File: src/core/alu_consts.vh
`ifndef ALU_CONSTS_VH
`define ALU_CONSTS_VH

// Operation codes presented on op_i.
`define OP_SIGNED_DIVIDE  5'h00
`define OP_COMPARE        5'h01
`define OP_NEGATE         5'h02
`define OP_ZERO_EXT       5'h03
`define OP_SIGN_EXT       5'h04
`define OP_AND            5'h05
`define OP_OR             5'h06
`define OP_XOR            5'h07
`define OP_NOT            5'h08
`define OP_ARITH_SL       5'h09
`define OP_ARITH_SR       5'h0A
`define OP_LOGIC_SL       5'h0B
`define OP_LOGIC_SR       5'h0C
`define OP_ROT_L          5'h0D
`define OP_ROT_R          5'h0E
`define OP_ROT_L_CARRY    5'h0F
`define OP_ROT_R_CARRY    5'h10
`define OP_BIT_SET_ONE    5'h11
`define OP_BIT_CLEAR_ZERO 5'h12
`define OP_BIT_INVERT     5'h13
`define OP_BIT_TEST_Z     5'h14
`define OP_BIT_AND_C      5'h15
`define OP_BIT_AND_INV_C  5'h16
`define OP_BIT_OR_C       5'h17
`define OP_BIT_OR_INV_C   5'h18

// Operand sizes presented on size_i.
`define SZ_BYTE 2'h0
`define SZ_WORD 2'h1
`define SZ_LONG 2'h2

// Flag positions inside the condition code flags nibble {N,Z,V,C}.
`define FLG_C 0
`define FLG_V 1
`define FLG_Z 2
`define FLG_N 3

// Reset values and divider step count.
`define RST_WORD  32'h0000_0000
`define RST_FLAGS 4'h0
`define DIV_STEPS 6'h20

`endif

File: src/core/alu_datapath.v
// Operation
// - Signed divide: 16/8 or 32/16 bits, quotient low, remainder high.
// - Compare subtracts source or immediate from destination, sets flags.
// - Negate writes zero minus destination, any size.
// - Zero extend widens low byte or low word with zeros.
// - Sign extend widens low byte or word copying its top bit.
// - AND destination with register or immediate.
// - OR destination with register or immediate.
// - XOR destination with register or immediate.
// - NOT inverts every destination bit.
// - Arithmetic shifts; right shift keeps the sign bit.
// - Logical shifts insert zero at the vacated end.
// - Rotates within operand width, carry not in loop.
// - Rotates through carry include carry in the loop.
// - Bit ops on a byte; bit number from immediate or register.
// - Bit set forces the selected bit to one.
// - Bit clear forces the selected bit to zero.
// - Bit invert complements the selected bit.
// - Bit test loads zero flag with inverse of the bit.
// - Carry becomes carry AND selected bit.
// - Carry becomes carry OR selected bit.
// - Carry becomes carry AND inverted bit; immediate bit number only.
// - Carry becomes carry OR inverted bit; immediate bit number only.
`timescale 1ns/1ps
`include "alu_consts.vh"

module alu_datapath #(
   parameter AW = 24
) (
   input  wire          mclk_i,
   input  wire          nrst_i,
   input  wire          start_i,
   input  wire [4:0]    op_i,
   input  wire [1:0]    size_i,
   input  wire [31:0]   dst_i,
   input  wire [31:0]   src_i,
   input  wire [31:0]   imm_i,
   input  wire          use_imm_i,
   input  wire          mem_op_i,
   input  wire [AW-1:0] mem_addr_i,
   input  wire [3:0]    flags_i,
   input  wire [7:0]    mem_rdata_i,
   input  wire          mem_rvalid_i,
   output reg           busy_o,
   output reg           done_o,
   output reg  [31:0]   res_o,
   output reg           res_we_o,
   output reg  [3:0]    flags_o,
   output reg           flags_we_o,
   output reg           mem_rd_o,
   output reg           mem_wr_o,
   output reg  [AW-1:0] mem_addr_o,
   output reg  [7:0]    mem_wdata_o
);
   localparam [2:0] S_IDLE  = 3'h0;
   localparam [2:0] S_EXEC  = 3'h1;
   localparam [2:0] S_DIVW  = 3'h2;
   localparam [2:0] S_MWAIT = 3'h3;
   localparam [2:0] S_MMOD  = 3'h4;

   // Mask of the bits an operation of the given size owns.
   function [31:0] sz_mask;
      input [1:0] sz;
      begin
         case (sz)
            `SZ_BYTE: sz_mask = 32'h0000_00FF;
            `SZ_WORD: sz_mask = 32'h0000_FFFF;
            default:  sz_mask = 32'hFFFF_FFFF;
         endcase
      end
   endfunction

   // Index of the sign bit for the given size.
   function [4:0] sz_top;
      input [1:0] sz;
      begin
         case (sz)
            `SZ_BYTE: sz_top = 5'h07;
            `SZ_WORD: sz_top = 5'h0F;
            default:  sz_top = 5'h1F;
         endcase
      end
   endfunction

   // One-place right shift that places fill at the sign position of the size.
   function [31:0] shr1;
      input [31:0] v;
      input [1:0]  sz;
      input        fill;
      reg   [31:0] r;
      begin
         r           = v >> 1;
         r[sz_top(sz)] = fill;
         shr1        = r;
      end
   endfunction

   reg         rst_meta_q;
   reg         rst_n_q;
   reg  [2:0]  state_q;
   reg  [4:0]  op_q;
   reg  [1:0]  size_q;
   reg  [31:0] dst_q;
   reg  [31:0] opnd_q;
   reg  [2:0]  bitno_q;
   reg         mem_q;
   reg  [3:0]  flg_q;
   reg  [7:0]  mbyte_q;
   reg  [31:0] alu_r;
   reg  [3:0]  alu_f;
   reg         alu_wr;
   reg  [31:0] mask;
   reg  [4:0]  top;
   reg  [32:0] diff;
   reg  [31:0] sa;
   reg  [31:0] sb;
   wire        div_done;
   wire [15:0] div_quo;
   wire [15:0] div_rem;
   wire        div_start = (state_q == S_EXEC) && (op_q == `OP_SIGNED_DIVIDE);
   wire [7:0]  bit_in    = (state_q == S_MMOD) ? mbyte_q : dst_q[7:0];
   wire [7:0]  bit_out;
   wire        bit_wr;
   wire        bit_z;
   wire        bit_zwe;
   wire        bit_c;
   wire        bit_cwe;
   wire        is_bit    = (op_q >= `OP_BIT_SET_ONE) && (op_q <= `OP_BIT_OR_INV_C);
   wire        inv_c_op  = (op_i == `OP_BIT_AND_INV_C) || (op_i == `OP_BIT_OR_INV_C);

   // Reset release is synchronised; the first stage feeds only the second.
   always @(posedge mclk_i or negedge nrst_i) begin
      if (!nrst_i) begin
         rst_meta_q <= 1'b0;
         rst_n_q    <= 1'b0;
      end else begin
         rst_meta_q <= 1'b1;
         rst_n_q    <= rst_meta_q;
      end
   end

   sdiv_unit u_div (
      .clk_i       (mclk_i),
      .rst_n_i     (rst_n_q),
      .start_i     (div_start),
      .wide_i      (size_q != `SZ_BYTE),
      .dividend_i  (dst_q),
      .divisor_i   (opnd_q[15:0]),
      .done_o      (div_done),
      .quotient_o  (div_quo),
      .remainder_o (div_rem)
   );

   bit_unit u_bit (
      .byte_i     (bit_in),
      .bitno_i    (bitno_q),
      .op_i       (op_q),
      .carry_i    (flg_q[`FLG_C]),
      .byte_o     (bit_out),
      .write_o    (bit_wr),
      .zero_o     (bit_z),
      .zero_we_o  (bit_zwe),
      .carry_o    (bit_c),
      .carry_we_o (bit_cwe)
   );

   // Arithmetic, logic and shift results for the latched operation.
   always @* begin
      mask   = sz_mask(size_q);
      top    = sz_top(size_q);
      alu_r  = dst_q;
      alu_f  = flg_q;
      alu_wr = 1'b1;
      sa     = dst_q;
      sb     = opnd_q;
      if (op_q == `OP_NEGATE) begin
         sa = 32'h0000_0000;
         sb = dst_q;
      end
      diff = {1'b0, sa & mask} - {1'b0, sb & mask};
      case (op_q)
         `OP_COMPARE, `OP_NEGATE: begin
            alu_r        = diff[31:0];
            alu_f[`FLG_C] = (sa & mask) < (sb & mask);
            alu_f[`FLG_V] = (sa[top] ^ sb[top]) & (sa[top] ^ diff[top]);
            alu_wr       = (op_q == `OP_NEGATE);
         end
         `OP_ZERO_EXT: begin
            alu_r        = (size_q == `SZ_WORD) ? {24'h00_0000, dst_q[7:0]}
                                                : {16'h0000, dst_q[15:0]};
            alu_f[`FLG_V] = 1'b0;
         end
         `OP_SIGN_EXT: begin
            alu_r        = (size_q == `SZ_WORD) ? {{24{dst_q[7]}}, dst_q[7:0]}
                                                : {{16{dst_q[15]}}, dst_q[15:0]};
            alu_f[`FLG_V] = 1'b0;
         end
         `OP_AND: begin
            alu_r        = dst_q & opnd_q;
            alu_f[`FLG_V] = 1'b0;
         end
         `OP_OR: begin
            alu_r        = dst_q | opnd_q;
            alu_f[`FLG_V] = 1'b0;
         end
         `OP_XOR: begin
            alu_r        = dst_q ^ opnd_q;
            alu_f[`FLG_V] = 1'b0;
         end
         `OP_NOT: begin
            alu_r        = ~dst_q;
            alu_f[`FLG_V] = 1'b0;
         end
         `OP_ARITH_SL: begin
            alu_r        = {dst_q[30:0], 1'b0};
            alu_f[`FLG_C] = dst_q[top];
            alu_f[`FLG_V] = dst_q[top] ^ dst_q[top - 5'h01];
         end
         `OP_ARITH_SR: begin
            alu_r        = shr1(dst_q, size_q, dst_q[top]);
            alu_f[`FLG_C] = dst_q[0];
            alu_f[`FLG_V] = 1'b0;
         end
         `OP_LOGIC_SL: begin
            alu_r        = {dst_q[30:0], 1'b0};
            alu_f[`FLG_C] = dst_q[top];
            alu_f[`FLG_V] = 1'b0;
         end
         `OP_LOGIC_SR: begin
            alu_r        = shr1(dst_q, size_q, 1'b0);
            alu_f[`FLG_C] = dst_q[0];
            alu_f[`FLG_V] = 1'b0;
         end
         `OP_ROT_L: begin
            alu_r        = {dst_q[30:0], dst_q[top]};
            alu_f[`FLG_C] = dst_q[top];
            alu_f[`FLG_V] = 1'b0;
         end
         `OP_ROT_R: begin
            alu_r        = shr1(dst_q, size_q, dst_q[0]);
            alu_f[`FLG_C] = dst_q[0];
            alu_f[`FLG_V] = 1'b0;
         end
         `OP_ROT_L_CARRY: begin
            alu_r        = {dst_q[30:0], flg_q[`FLG_C]};
            alu_f[`FLG_C] = dst_q[top];
            alu_f[`FLG_V] = 1'b0;
         end
         `OP_ROT_R_CARRY: begin
            alu_r        = shr1(dst_q, size_q, flg_q[`FLG_C]);
            alu_f[`FLG_C] = dst_q[0];
            alu_f[`FLG_V] = 1'b0;
         end
         default: begin
            alu_wr = 1'b0;
         end
      endcase
      alu_f[`FLG_N] = alu_r[top];
      alu_f[`FLG_Z] = ((alu_r & mask) == 32'h0000_0000);
   end

   // Sequencer: operands are latched when a request is taken and mem_addr_i in the
   // next cycle, after which the decoder may move on while a divide or memory access is in flight.
   always @(posedge mclk_i or negedge rst_n_q) begin
      if (!rst_n_q) begin
         state_q     <= S_IDLE;
         op_q        <= 5'h00;
         size_q      <= `SZ_BYTE;
         dst_q       <= `RST_WORD;
         opnd_q      <= `RST_WORD;
         bitno_q     <= 3'h0;
         mem_q       <= 1'b0;
         flg_q       <= `RST_FLAGS;
         mbyte_q     <= 8'h00;
         busy_o      <= 1'b0;
         done_o      <= 1'b0;
         res_o       <= `RST_WORD;
         res_we_o    <= 1'b0;
         flags_o     <= `RST_FLAGS;
         flags_we_o  <= 1'b0;
         mem_rd_o    <= 1'b0;
         mem_wr_o    <= 1'b0;
         mem_addr_o  <= {AW{1'b0}};
         mem_wdata_o <= 8'h00;
      end else begin
         done_o     <= 1'b0;
         res_we_o   <= 1'b0;
         flags_we_o <= 1'b0;
         mem_rd_o   <= 1'b0;
         mem_wr_o   <= 1'b0;
         case (state_q)
            S_IDLE: begin
               if (start_i) begin
                  op_q    <= op_i;
                  size_q  <= size_i;
                  dst_q   <= dst_i;
                  opnd_q  <= use_imm_i ? imm_i : src_i;
                  bitno_q <= (use_imm_i || inv_c_op) ? imm_i[2:0] : src_i[2:0];
                  mem_q   <= mem_op_i;
                  flg_q   <= flags_i;
                  busy_o  <= 1'b1;
                  state_q <= S_EXEC;
               end
            end
            S_EXEC: begin
               if (op_q == `OP_SIGNED_DIVIDE) begin
                  state_q <= S_DIVW;
               end else if (is_bit && mem_q) begin
                  mem_rd_o   <= 1'b1;
                  mem_addr_o <= mem_addr_i;
                  state_q    <= S_MWAIT;
               end else if (is_bit) begin
                  res_o      <= {dst_q[31:8], bit_out};
                  res_we_o   <= bit_wr;
                  flags_o    <= {flg_q[3], bit_zwe ? bit_z : flg_q[2], flg_q[1],
                                 bit_cwe ? bit_c : flg_q[0]};
                  flags_we_o <= bit_zwe | bit_cwe;
                  done_o     <= 1'b1;
                  busy_o     <= 1'b0;
                  state_q    <= S_IDLE;
               end else begin
                  res_o      <= (dst_q & ~sz_mask(size_q)) | (alu_r & sz_mask(size_q));
                  res_we_o   <= alu_wr;
                  flags_o    <= alu_f;
                  flags_we_o <= 1'b1;
                  done_o     <= 1'b1;
                  busy_o     <= 1'b0;
                  state_q    <= S_IDLE;
               end
            end
            S_DIVW: begin
               if (div_done) begin
                  if (size_q == `SZ_BYTE) begin
                     res_o <= {dst_q[31:16], div_rem[7:0], div_quo[7:0]};
                  end else begin
                     res_o <= {div_rem, div_quo};
                  end
                  res_we_o   <= 1'b1;
                  flags_o    <= {(size_q == `SZ_BYTE) ? div_quo[7] : div_quo[15],
                                 (size_q == `SZ_BYTE) ? (opnd_q[7:0] == 8'h00)
                                                      : (opnd_q[15:0] == 16'h0000),
                                 flg_q[1:0]};
                  flags_we_o <= 1'b1;
                  done_o     <= 1'b1;
                  busy_o     <= 1'b0;
                  state_q    <= S_IDLE;
               end
            end
            S_MWAIT: begin
               if (mem_rvalid_i) begin
                  mbyte_q <= mem_rdata_i;
                  state_q <= S_MMOD;
               end
            end
            S_MMOD: begin
               mem_wr_o    <= bit_wr;
               mem_wdata_o <= bit_out;
               flags_o     <= {flg_q[3], bit_zwe ? bit_z : flg_q[2], flg_q[1],
                               bit_cwe ? bit_c : flg_q[0]};
               flags_we_o  <= bit_zwe | bit_cwe;
               done_o      <= 1'b1;
               busy_o      <= 1'b0;
               state_q     <= S_IDLE;
            end
            default: begin
               state_q <= S_IDLE;
            end
         endcase
      end
   end
endmodule // alu_datapath

File: src/core/sdiv_unit.v
`timescale 1ns/1ps
`include "alu_consts.vh"

module sdiv_unit (
   input  wire        clk_i,
   input  wire        rst_n_i,
   input  wire        start_i,
   input  wire        wide_i,
   input  wire [31:0] dividend_i,
   input  wire [15:0] divisor_i,
   output reg         done_o,
   output reg  [15:0] quotient_o,
   output reg  [15:0] remainder_o
);
   reg  [31:0] quo_q;
   reg  [16:0] rem_q;
   reg  [15:0] dv_q;
   reg  [5:0]  cnt_q;
   reg         qneg_q;
   reg         rneg_q;
   reg         run_q;
   reg         fin_q;
   wire        nd_neg = wide_i ? dividend_i[31] : dividend_i[15];
   wire        dv_neg = wide_i ? divisor_i[15] : divisor_i[7];
   wire [31:0] nd_ext = wide_i ? dividend_i : {{16{dividend_i[15]}}, dividend_i[15:0]};
   wire [15:0] dv_ext = wide_i ? divisor_i : {{8{divisor_i[7]}}, divisor_i[7:0]};
   wire [16:0] trial  = {rem_q[15:0], quo_q[31]} - {1'b0, dv_q};

   // Restoring division on magnitudes; signs are reapplied at the end, so the
   // quotient truncates toward zero and the remainder takes the dividend's sign.
   always @(posedge clk_i or negedge rst_n_i) begin
      if (!rst_n_i) begin
         quo_q       <= `RST_WORD;
         rem_q       <= 17'h0_0000;
         dv_q        <= 16'h0000;
         cnt_q       <= 6'h00;
         qneg_q      <= 1'b0;
         rneg_q      <= 1'b0;
         run_q       <= 1'b0;
         fin_q       <= 1'b0;
         done_o      <= 1'b0;
         quotient_o  <= 16'h0000;
         remainder_o <= 16'h0000;
      end else begin
         done_o <= 1'b0;
         fin_q  <= run_q && (cnt_q == 6'h01);
         if (start_i) begin
            quo_q  <= nd_neg ? (32'h0000_0000 - nd_ext) : nd_ext;
            dv_q   <= dv_neg ? (16'h0000 - dv_ext) : dv_ext;
            rem_q  <= 17'h0_0000;
            cnt_q  <= `DIV_STEPS;
            qneg_q <= nd_neg ^ dv_neg;
            rneg_q <= nd_neg;
            run_q  <= 1'b1;
         end else if (run_q) begin
            if (!trial[16]) begin
               rem_q <= trial;
               quo_q <= {quo_q[30:0], 1'b1};
            end else begin
               rem_q <= {rem_q[15:0], quo_q[31]};
               quo_q <= {quo_q[30:0], 1'b0};
            end
            cnt_q <= cnt_q - 6'h01;
            if (cnt_q == 6'h01) begin
               run_q <= 1'b0;
            end
         end else if (fin_q) begin
            quotient_o  <= qneg_q ? (16'h0000 - quo_q[15:0]) : quo_q[15:0];
            remainder_o <= rneg_q ? (16'h0000 - rem_q[15:0]) : rem_q[15:0];
            done_o      <= 1'b1;
         end
      end
   end
endmodule // sdiv_unit

File: src/core/bit_unit.v
`timescale 1ns/1ps
`include "alu_consts.vh"

module bit_unit (
   input  wire [7:0] byte_i,
   input  wire [2:0] bitno_i,
   input  wire [4:0] op_i,
   input  wire       carry_i,
   output reg  [7:0] byte_o,
   output reg        write_o,
   output reg        zero_o,
   output reg        zero_we_o,
   output reg        carry_o,
   output reg        carry_we_o
);
   reg [7:0] sel;
   reg       b;

   // Single-bit manipulation on a byte; untouched bits pass straight through.
   always @* begin
      sel        = 8'h01 << bitno_i;
      b          = byte_i[bitno_i];
      byte_o     = byte_i;
      write_o    = 1'b0;
      zero_o     = 1'b0;
      zero_we_o  = 1'b0;
      carry_o    = carry_i;
      carry_we_o = 1'b0;
      case (op_i)
         `OP_BIT_SET_ONE: begin
            byte_o  = byte_i | sel;
            write_o = 1'b1;
         end
         `OP_BIT_CLEAR_ZERO: begin
            byte_o  = byte_i & ~sel;
            write_o = 1'b1;
         end
         `OP_BIT_INVERT: begin
            byte_o  = byte_i ^ sel;
            write_o = 1'b1;
         end
         `OP_BIT_TEST_Z: begin
            zero_o    = ~b;
            zero_we_o = 1'b1;
         end
         `OP_BIT_AND_C: begin
            carry_o    = carry_i & b;
            carry_we_o = 1'b1;
         end
         `OP_BIT_AND_INV_C: begin
            carry_o    = carry_i & ~b;
            carry_we_o = 1'b1;
         end
         `OP_BIT_OR_C: begin
            carry_o    = carry_i | b;
            carry_we_o = 1'b1;
         end
         `OP_BIT_OR_INV_C: begin
            carry_o    = carry_i | ~b;
            carry_we_o = 1'b1;
         end
         default: byte_o = byte_i;
      endcase
   end
endmodule // bit_unit

File: config.mk
export PLATFORM = sky130hd
export DESIGN_NAME = alu_datapath
export DESIGN_NICKNAME = d
export VERILOG_FILES = /design/src/core/alu_datapath.v /design/src/core/sdiv_unit.v /design/src/core/bit_unit.v
export VERILOG_INCLUDE_DIRS = /design/src /design/src/core
export SDC_FILE = /design/constraint.sdc
export NUM_CORES = 1
export LEC_CHECK = 0
export ABC_AREA = 1
export BUFFER_PORTS_ARGS = -buffer_cell sky130_fd_sc_hd__buf_2
export CAP_MARGIN = 30
export CELL_PAD_IN_SITES_DETAIL_PLACEMENT = 2
export CELL_PAD_IN_SITES_GLOBAL_PLACEMENT = 2
export CORE_UTILIZATION = 36
export DETAILED_ROUTE_END_ITERATION = 10
export HOLD_SLACK_MARGIN = 0.02
export PLACE_DENSITY_LB_ADDON = 0.1
export SYNTH_ARGS = -nofsm -noshare
export SYNTH_HDL_FRONTEND = slang
export SYNTH_SLANG_ARGS = --single-unit
File: constraint.sdc
create_clock -name mclk_i -period 14.77 [get_ports mclk_i]
set_input_delay 1.477 -clock mclk_i [delete_from_list [all_inputs] [get_ports mclk_i]]
set_output_delay 1.477 -clock mclk_i [all_outputs]
set_load 0.02 [all_outputs]
After elaboration in Yosys (flattened, before gate mapping)
Index checks and enable logic that the tools add are counted.
{ "classes": {"div_mod_pow": 0, "order_cmp": 15, "n_mul": 0, "bitwise": 31, "mux": 116, "n_eq_ne": 37, "shift": 1, "n_reduce_logical": 37, "addsub": 8} }
{ "ops": {"columns": ["op", "count"], "rows": [
  ["2-to-1 mux 32 bit", 17],
  ["case mux 32 bit (14 select lines)", 1],
  ["AND 32 bit", 6],
  ["2-to-1 mux 16 bit", 8],
  ["case mux 32 bit (2 select lines)", 2],
  ["bitwise mux 32 bit", 3],
  ["NOT 32 bit", 3],
  ["OR 32 bit", 2],
  ["== test 5 bit (second input constant)", 11],
  ["subtractor 1 x 16 -> 16 bit (first input constant)", 3],
  ["2-to-1 mux 1 bit", 45],
  ["== test 5 x 4 -> 1 bit (second input constant)", 8],
  ["< comparator 5 x 6 -> 1 bit (second input constant)", 6],
  ["AND 31 x 32 -> 32 bit", 1],
  ["logical NOT 32 bit", 1],
  ["< comparator 32 bit", 1],
  ["subtractor 1 x 32 -> 32 bit (first input constant)", 1],
  ["subtractor 32 bit", 1],
  ["bitwise XOR 32 bit", 1],
  ["binary-select mux 1 bit (select 5 bit)", 6],
  ["case mux 8 bit (3 select lines)", 1],
  ["demux 1 bit (select 5 bit)", 4],
  ["== test 5 x 3 -> 1 bit (second input constant)", 4],
  [">= comparator 5 x 1 -> 1 bit (second input constant)", 4],
  ["57 further kinds", 105]
]} }
{ "word_totals": {"elab_cells": 277, "latch_bits": 0, "rom_bits": 0, "mem_count": 0, "reg_bits": 273, "ramBits": 0, "in_bits": 145} }

Logic depth before layout (Yosys ltp)
{ "depth": {"ltp_word": 16, "depth_mapped": 33, "ltp_nobuf": 30} }

Hierarchy
From an unflattened synthesis, not the netlist that was laid out.
{ "hier_totals": {"hier_cells": 3562, "hier_area_um2": 22602.9} }
{ "by_module_without_submodules": {"columns": ["module", "n_inst", "seq_area_each_um2", "area_each_um2", "cells_each"], "rows": [
  ["alu_datapath", 1, 4154.0, 14188.6, 2278],
  ["sdiv_unit", 1, 2677.6, 7613.6, 1138],
  ["bit_unit", 1, 0.0, 800.8, 146]
]} }

Least setup slack after synthesis
OpenSTA, ideal clock, no wires.
{ "synth_timing": {"path_kind": "reg-to-reg", "start": "reg size_q[0]", "end": "reg flags_o[2]", "required_time_ps": 14693, "synth_period_minus_slack_ps": 3682, "t_arrival_ps": 3605, "stages_incl_launch_ff": 25, "setup_slack_ps": 11088, "setup_ps": 77, "cell_sequence": "dfrtp_1 -> nor2_1 -> buf_2 -> clkbuf_1 -> clkbuf_1 -> clkbuf_1 -> buf_1 -> nor3_1 -> ha_1 -> nand2_1 -> inv_1 -> a21oi_1 -> nand2_1 -> inv_1 -> nand2_1 -> or2_2 -> nand3_1 -> nand2_1 -> nand2_1 -> nand2_1 -> nor2_1 -> nand3_1 -> a21oi_1 -> nand2_1 -> a21oi_1"} }
{ "synth_via": {"elab_chain_cells": 16, "word_cells_on_any_way": 49, "classes_between": "add/sub: 1; order compare: 8; eq/ne: 1; mux: 28; bitwise: 5; reduce/logical: 6"} }
{ "synth_lines": {"columns": ["element", "line_no", "rtl"], "rows": [
  ["start, declared", "alu_datapath.v:102", "reg [1:0] size_q;"],
  ["start signal, assigned", "alu_datapath.v:268", "size_q <= `SZ_BYTE;"],
  ["start signal, assigned", "alu_datapath.v:295", "size_q <= size_i;"],
  ["== test 2 x 1 -> 1 bit or logical NOT 2 bit (tied branches)", "alu_datapath.v:65, alu_datapath.v:77", null],
  ["case mux 5 bit (2 select lines)", "alu_datapath.v:77", "case (sz)"],
  ["2-to-1 mux 5 bit", "alu_datapath.v:181", "case (op_q)"],
  ["< comparator 5 x 6 -> 1 bit (not written as such) or >= comparator 5 x 1 -> 1 bit (tied branches)", "alu_datapath.v:93", "r[sz_top(sz)] = fill;"],
  ["logical AND 1 bit (not written as such)", "alu_datapath.v:93", null],
  ["2-to-1 mux 1 bit (not written as such)", "alu_datapath.v:93", null],
  ["demux 1 bit (select 5 bit)", "alu_datapath.v:93", null],
  ["NOT 32 bit (no source line)", null, null],
  ["AND 31 x 32 -> 32 bit (no source line)", null, null],
  ["case mux 32 bit (14 select lines)", "alu_datapath.v:181", null],
  ["AND 32 bit", "alu_datapath.v:259", "alu_f[`FLG_Z] = ((alu_r & mask) == 32'h0000_0000);"],
  ["logical NOT 32 bit", "alu_datapath.v:259", null],
  ["2-to-1 mux 4 bit", "alu_datapath.v:312", "end else if (is_bit) begin"],
  ["2-to-1 mux 4 bit", "alu_datapath.v:308", "end else if (is_bit && mem_q) begin"],
  ["2-to-1 mux 4 bit", "alu_datapath.v:306", "if (op_q == `OP_SIGNED_DIVIDE) begin"],
  ["case mux 4 bit (3 select lines) *", "alu_datapath.v:291", "case (state_q)"],
  ["end signal, assigned", "alu_datapath.v:315", "flags_o <= {flg_q[3], bit_zwe ? bit_z : flg_q[2], flg_q[1],"],
  ["end signal, assigned", "alu_datapath.v:324", "flags_o <= alu_f;"],
  ["end signal, assigned", "alu_datapath.v:339", "flags_o <= {(size_q == `SZ_BYTE) ? div_quo[7] : div_quo[15],"],
  ["end, declared", "alu_datapath.v:48", "output reg [3:0] flags_o,"]
]} }
Every way passes the cells marked *; elsewhere a longest branch is shown, timed or not. The select of a mux whose other input is x is not followed.
A chain may end at the register's enable or synchronous reset.

Worst setup path in the final report
{ "layout_timing": {"start": "reg op_q[0]", "end": "reg res_o[8]"} }
{ "layout_via": {"elab_chain_cells": 11, "word_cells_on_any_way": 38, "classes_between": "add/sub: 1; order compare: 2; eq/ne: 18; mux: 7; bitwise: 4; reduce/logical: 6"} }
{ "layout_lines": {"columns": ["element", "line_no", "rtl"], "rows": [
  ["start, declared", "alu_datapath.v:101", "reg [4:0] op_q;"],
  ["start signal, assigned", "alu_datapath.v:294", "op_q <= op_i;"],
  ["== test 5 x 2 -> 1 bit", "alu_datapath.v:181", null],
  ["2-to-1 mux 32 bit", "alu_datapath.v:176", "if (op_q == `OP_NEGATE) begin"],
  ["AND 32 bit", "alu_datapath.v:180", "diff = {1'b0, sa & mask} - {1'b0, sb & mask};"],
  ["subtractor 32 bit", "alu_datapath.v:180", null],
  ["case mux 32 bit (14 select lines)", "alu_datapath.v:181", null],
  ["AND 32 bit", "alu_datapath.v:322", "res_o <= (dst_q & ~sz_mask(size_q)) | (alu_r & sz_mask(size_q));"],
  ["OR 32 bit", "alu_datapath.v:322", null],
  ["2-to-1 mux 32 bit", "alu_datapath.v:312", null],
  ["2-to-1 mux 32 bit", "alu_datapath.v:308", null],
  ["2-to-1 mux 32 bit", "alu_datapath.v:306", null],
  ["case mux 32 bit (2 select lines)", "alu_datapath.v:291", null],
  ["end signal, assigned", "alu_datapath.v:313", "res_o <= {dst_q[31:8], bit_out};"],
  ["end signal, assigned", "alu_datapath.v:322", null],
  ["end signal, assigned", "alu_datapath.v:334", "res_o <= {dst_q[31:16], div_rem[7:0], div_quo[7:0]};"],
  ["end, declared", "alu_datapath.v:46", "output reg [31:0] res_o,"]
]} }
Parallel ways exist; a longest one is shown, timed or not. The select of a mux whose other input is x is not followed.

==> summary.md <==
| Metric | Value |
|---|---|
| Outcome | complete, no violations |
| Root Driver | clkbuf_16 |
| Syn-to-layout area delta | 14.3% |
| Die area | 0.0605 mm2 |
| Routed vias/inst | 5.76 |
| Depth of the worst hold-timing path | 0 |
| Synthesized area | 0.0214 mm2 |
| Post-synth ARST share | 100% |
| CP endpoint kind | flip-flop |
| Worst reg2reg endpoint | res_o[8] |
| Min-Delay Endpoint | rst_n_q |
| R2r startpoint | op_q[0] |
| Max-cap violations | 0 |
| Synth warn | 0 |
| Worst-Skew Late Latency | a little under 0.6 ns |
| Final setup viols | 0 |
| Max FO, Critical Path | 47 |
| Syn_area_per_cell | 6.65 um2 |
| Area leader, netlist | dfrtp_1 |
| CP required | approximately 15 ns |
| RSZ-0062 raised after global routing | no |
| Synth Flop Type | dfrtp_1 |
| Chip width | 246 um |
| Worst Path Arrival | 5.79 ns |
| Largest net degree at the start of global routing | 157 |
| Yosys cell types | 55 |
| Fin. max-slew vios | 0 |
| Most instantiated library cell after synthesis | nand2_1 |
| Register bit total from synthesis | 273 |
| Drt drc | 0 |
| Top cell type's share of synthesized area | a little under a third |
| First-pass GRT wire length | 163000 um |
| CTS tree | built |
| Post-synth net total | roughly 3500 |
| Final setup TNS | 0 ns |
| Rows | 89 |
| Tot GR Track Use | 35.8% |
| Detailed Route WL | 109000 um |
| Antenna Nets Post-Route | 0 |
| Top post-synthesis cells by area | dfrtp_1 32%, nand2_1 17%, ha_1 7.8%, o21ai_0 6.9%, nor2_1 6.1% |
| Post-CTS Setup Inserts | 0 |
| Worst Setup Path Type | reg2reg |
| Hold Buf Count CTS | 0 |
| Final Wtd Congestion | 0.940 |
| Slew @ Worst Pin | 1.06 ns |
| Initial drt markers | 1378 |
| Hold path startpoint | rst_meta_q |
| Final net count | ~3700 |
| Chip height | ~250 um |
| Share of post-route cells with drive strength above 1 | ~11% |
| Clk_skew | 0.0392 ns |
| Relative slew slack | 28.4% |
| Vias in the first global route | 26000 |
| Cell depth of the worst flop-to-flop path | 25 |
| Initial core utilization | a little over a third |
| CP startpoint kind | flip-flop |
| Post-synthesis sequential area ratio | 31.9% |
| Via count | 24100 |
| Minimum clock period after layout | roughly 5.3 ns |
| EDFF count, synth | 0 |
| Clock slew at reported path FFs | 0.06 ns |
| Buffers on Ports | 218 |
| Sinks on Clock Net | 273 |
| Fin. Hold Viols | 0 |
| Core area | 0.0589 mm2 |
| Ports | 219 |
| DR WL/cell | 26.2 um |
| Synthesized instance count | 3222 |
| Post-synth top cells | 948 x nand2_1, 350 x nor2_1, 316 x inv_1 |
| Internal reg-to-reg setup slack | 9.43 ns |
| Worst-case clock buffer depth | 3 |
| Pre-antenna DRT Iters | 5 |
| Worst Hold Class | reg2reg |
| Final period util | a little over a third |
| Initial antenna violation count | 5 |
| Dpl hpwl | about 80000 um |
| CTS Buf Count | 37 |
| Post_cts resized | 0 |
| H-tree depth | 2 |
| Maximum clock rate | 187 MHz |
| GRT Residual Overflow | 0 |
[per-layer routing]
metal  routed length, um  global-route usage [%]  up-vias
li1                    -                       -    10900
met1               47200                    46.3    12200
met2               51300                    60.0      763
met3                6040                    4.17      231
met4                4870                    15.6        4
met5                  27                       0        -
[cell usage in the layout, fill, tap and decap left out, types with 40 or more instances in the layout]
cell type	Yosys	routed
xor2_1	56	56
o22ai_1	40	40
buf_2	23	218
nand2_1	948	947
dfrtp_1	273	272
inv_1	316	315
o21ai_0	294	294
nor2_1	350	346
ha_1	134	134
a21oi_1	143	143
nand3_1	157	155
nor3_1	52	51
[critical path: stages, from the launching register on]
cell and delay [ns]:
dfrtp_1 0.49, inv_2 0.13, nand2_2 0.09, nor2_4 0.17, inv_2 0.06, nor2_4 0.70, inv_2 0.03, buf_4 0.32
nand2_1 0.13, ha_1 0.15, inv_1 0.11, fa_1 0.53, nand2_1 0.11, inv_1 0.06, nand2_1 0.07, nand3_1 0.20
nand2_1 0.12, nand2_1 0.15, or2_2 0.32, nand3_1 0.10, nand2_1 0.07, nor2_1 0.21, o21ai_0 0.12, o211ai_1 0.32
nand3_1 0.21, o21a_1 0.18
[worst max-delay path by stage]
| stage | start | end | slack [ns] | depth (start not counted) |
|---|---|---|---|---|
| floorplan | rst_n_q | bitno_q[0] | 6.60 | 0 |
| global placement | op_q[0] | res_o[8] | 9.66 | 25 |
| detailed placement | op_q[0] | res_o[8] | 9.51 | 25 |
| CTS | op_q[0] | res_o[8] | 9.48 | 25 |
| global route | op_q[0] | flags_o[2] | 9.13 | 27 |
| finish | op_q[0] | res_o[8] | 9.43 | 25 |
[area by class of cell]
cell class	count	area, um2
clock buffer	55	1060
timing repair buffer	256	1430
clock inverter	12	164
inverter	351	1320
multi-input combinational	2456	12700
fill	7151	34400
antenna	3	7.51
tap	773	967
sequential	273	6840
[sequential cells by signal, summed over array words and instances (netlist names), 8 cells and up]
| register | cells |
|---|---|
| u_div.rem_q | 16 |
| u_div.remainder_o | 16 |
| mem_addr_o | 24 |
| dst_q | 32 |
| u_div.dv_q | 16 |
| u_div.quotient_o | 16 |
| mem_wdata_o | 8 |
| mbyte_q | 8 |
| res_o | 32 |
| opnd_q | 32 |
| u_div.quo_q | 32 |
[metrics by stage]
step / util (%) / hold slack (ns) / std cells / setup WS (ns) / area, um2
floorplan: - / 0.331 / 3222 / 6.60 / 21400
global placement: 39.4 / 0.340 / 4106 / 9.66 / 23200
detailed placement: 39.4 / 0.344 / 4106 / 9.51 / 23200
CTS: 41.5 / 0.355 / 4173 / 9.48 / 24400
global route: 41.6 / 0.364 / 4176 / 9.13 / 24500
finish: 41.6 / 0.351 / 4179 / 9.43 / 24500
[cells by family (layout without fill, tap and decap cells)]
kind of cell	count (synthesis)	in the layout	share of synthesized area [%]
AOI/OAI and AO/OA	664	664	18.0
xor gates and xnor gates	65	65	2.66
adders and majority gates	136	136	8.01
buffers and inverters	493	674	9.00
DFF	273	273	31.9
other	1	4	0.0175
and+or+nand+nor	1590	1590	30.4
Power is not shown: default switching activity piles up to over one toggle a cycle in this logic, so the estimate is an artifact.
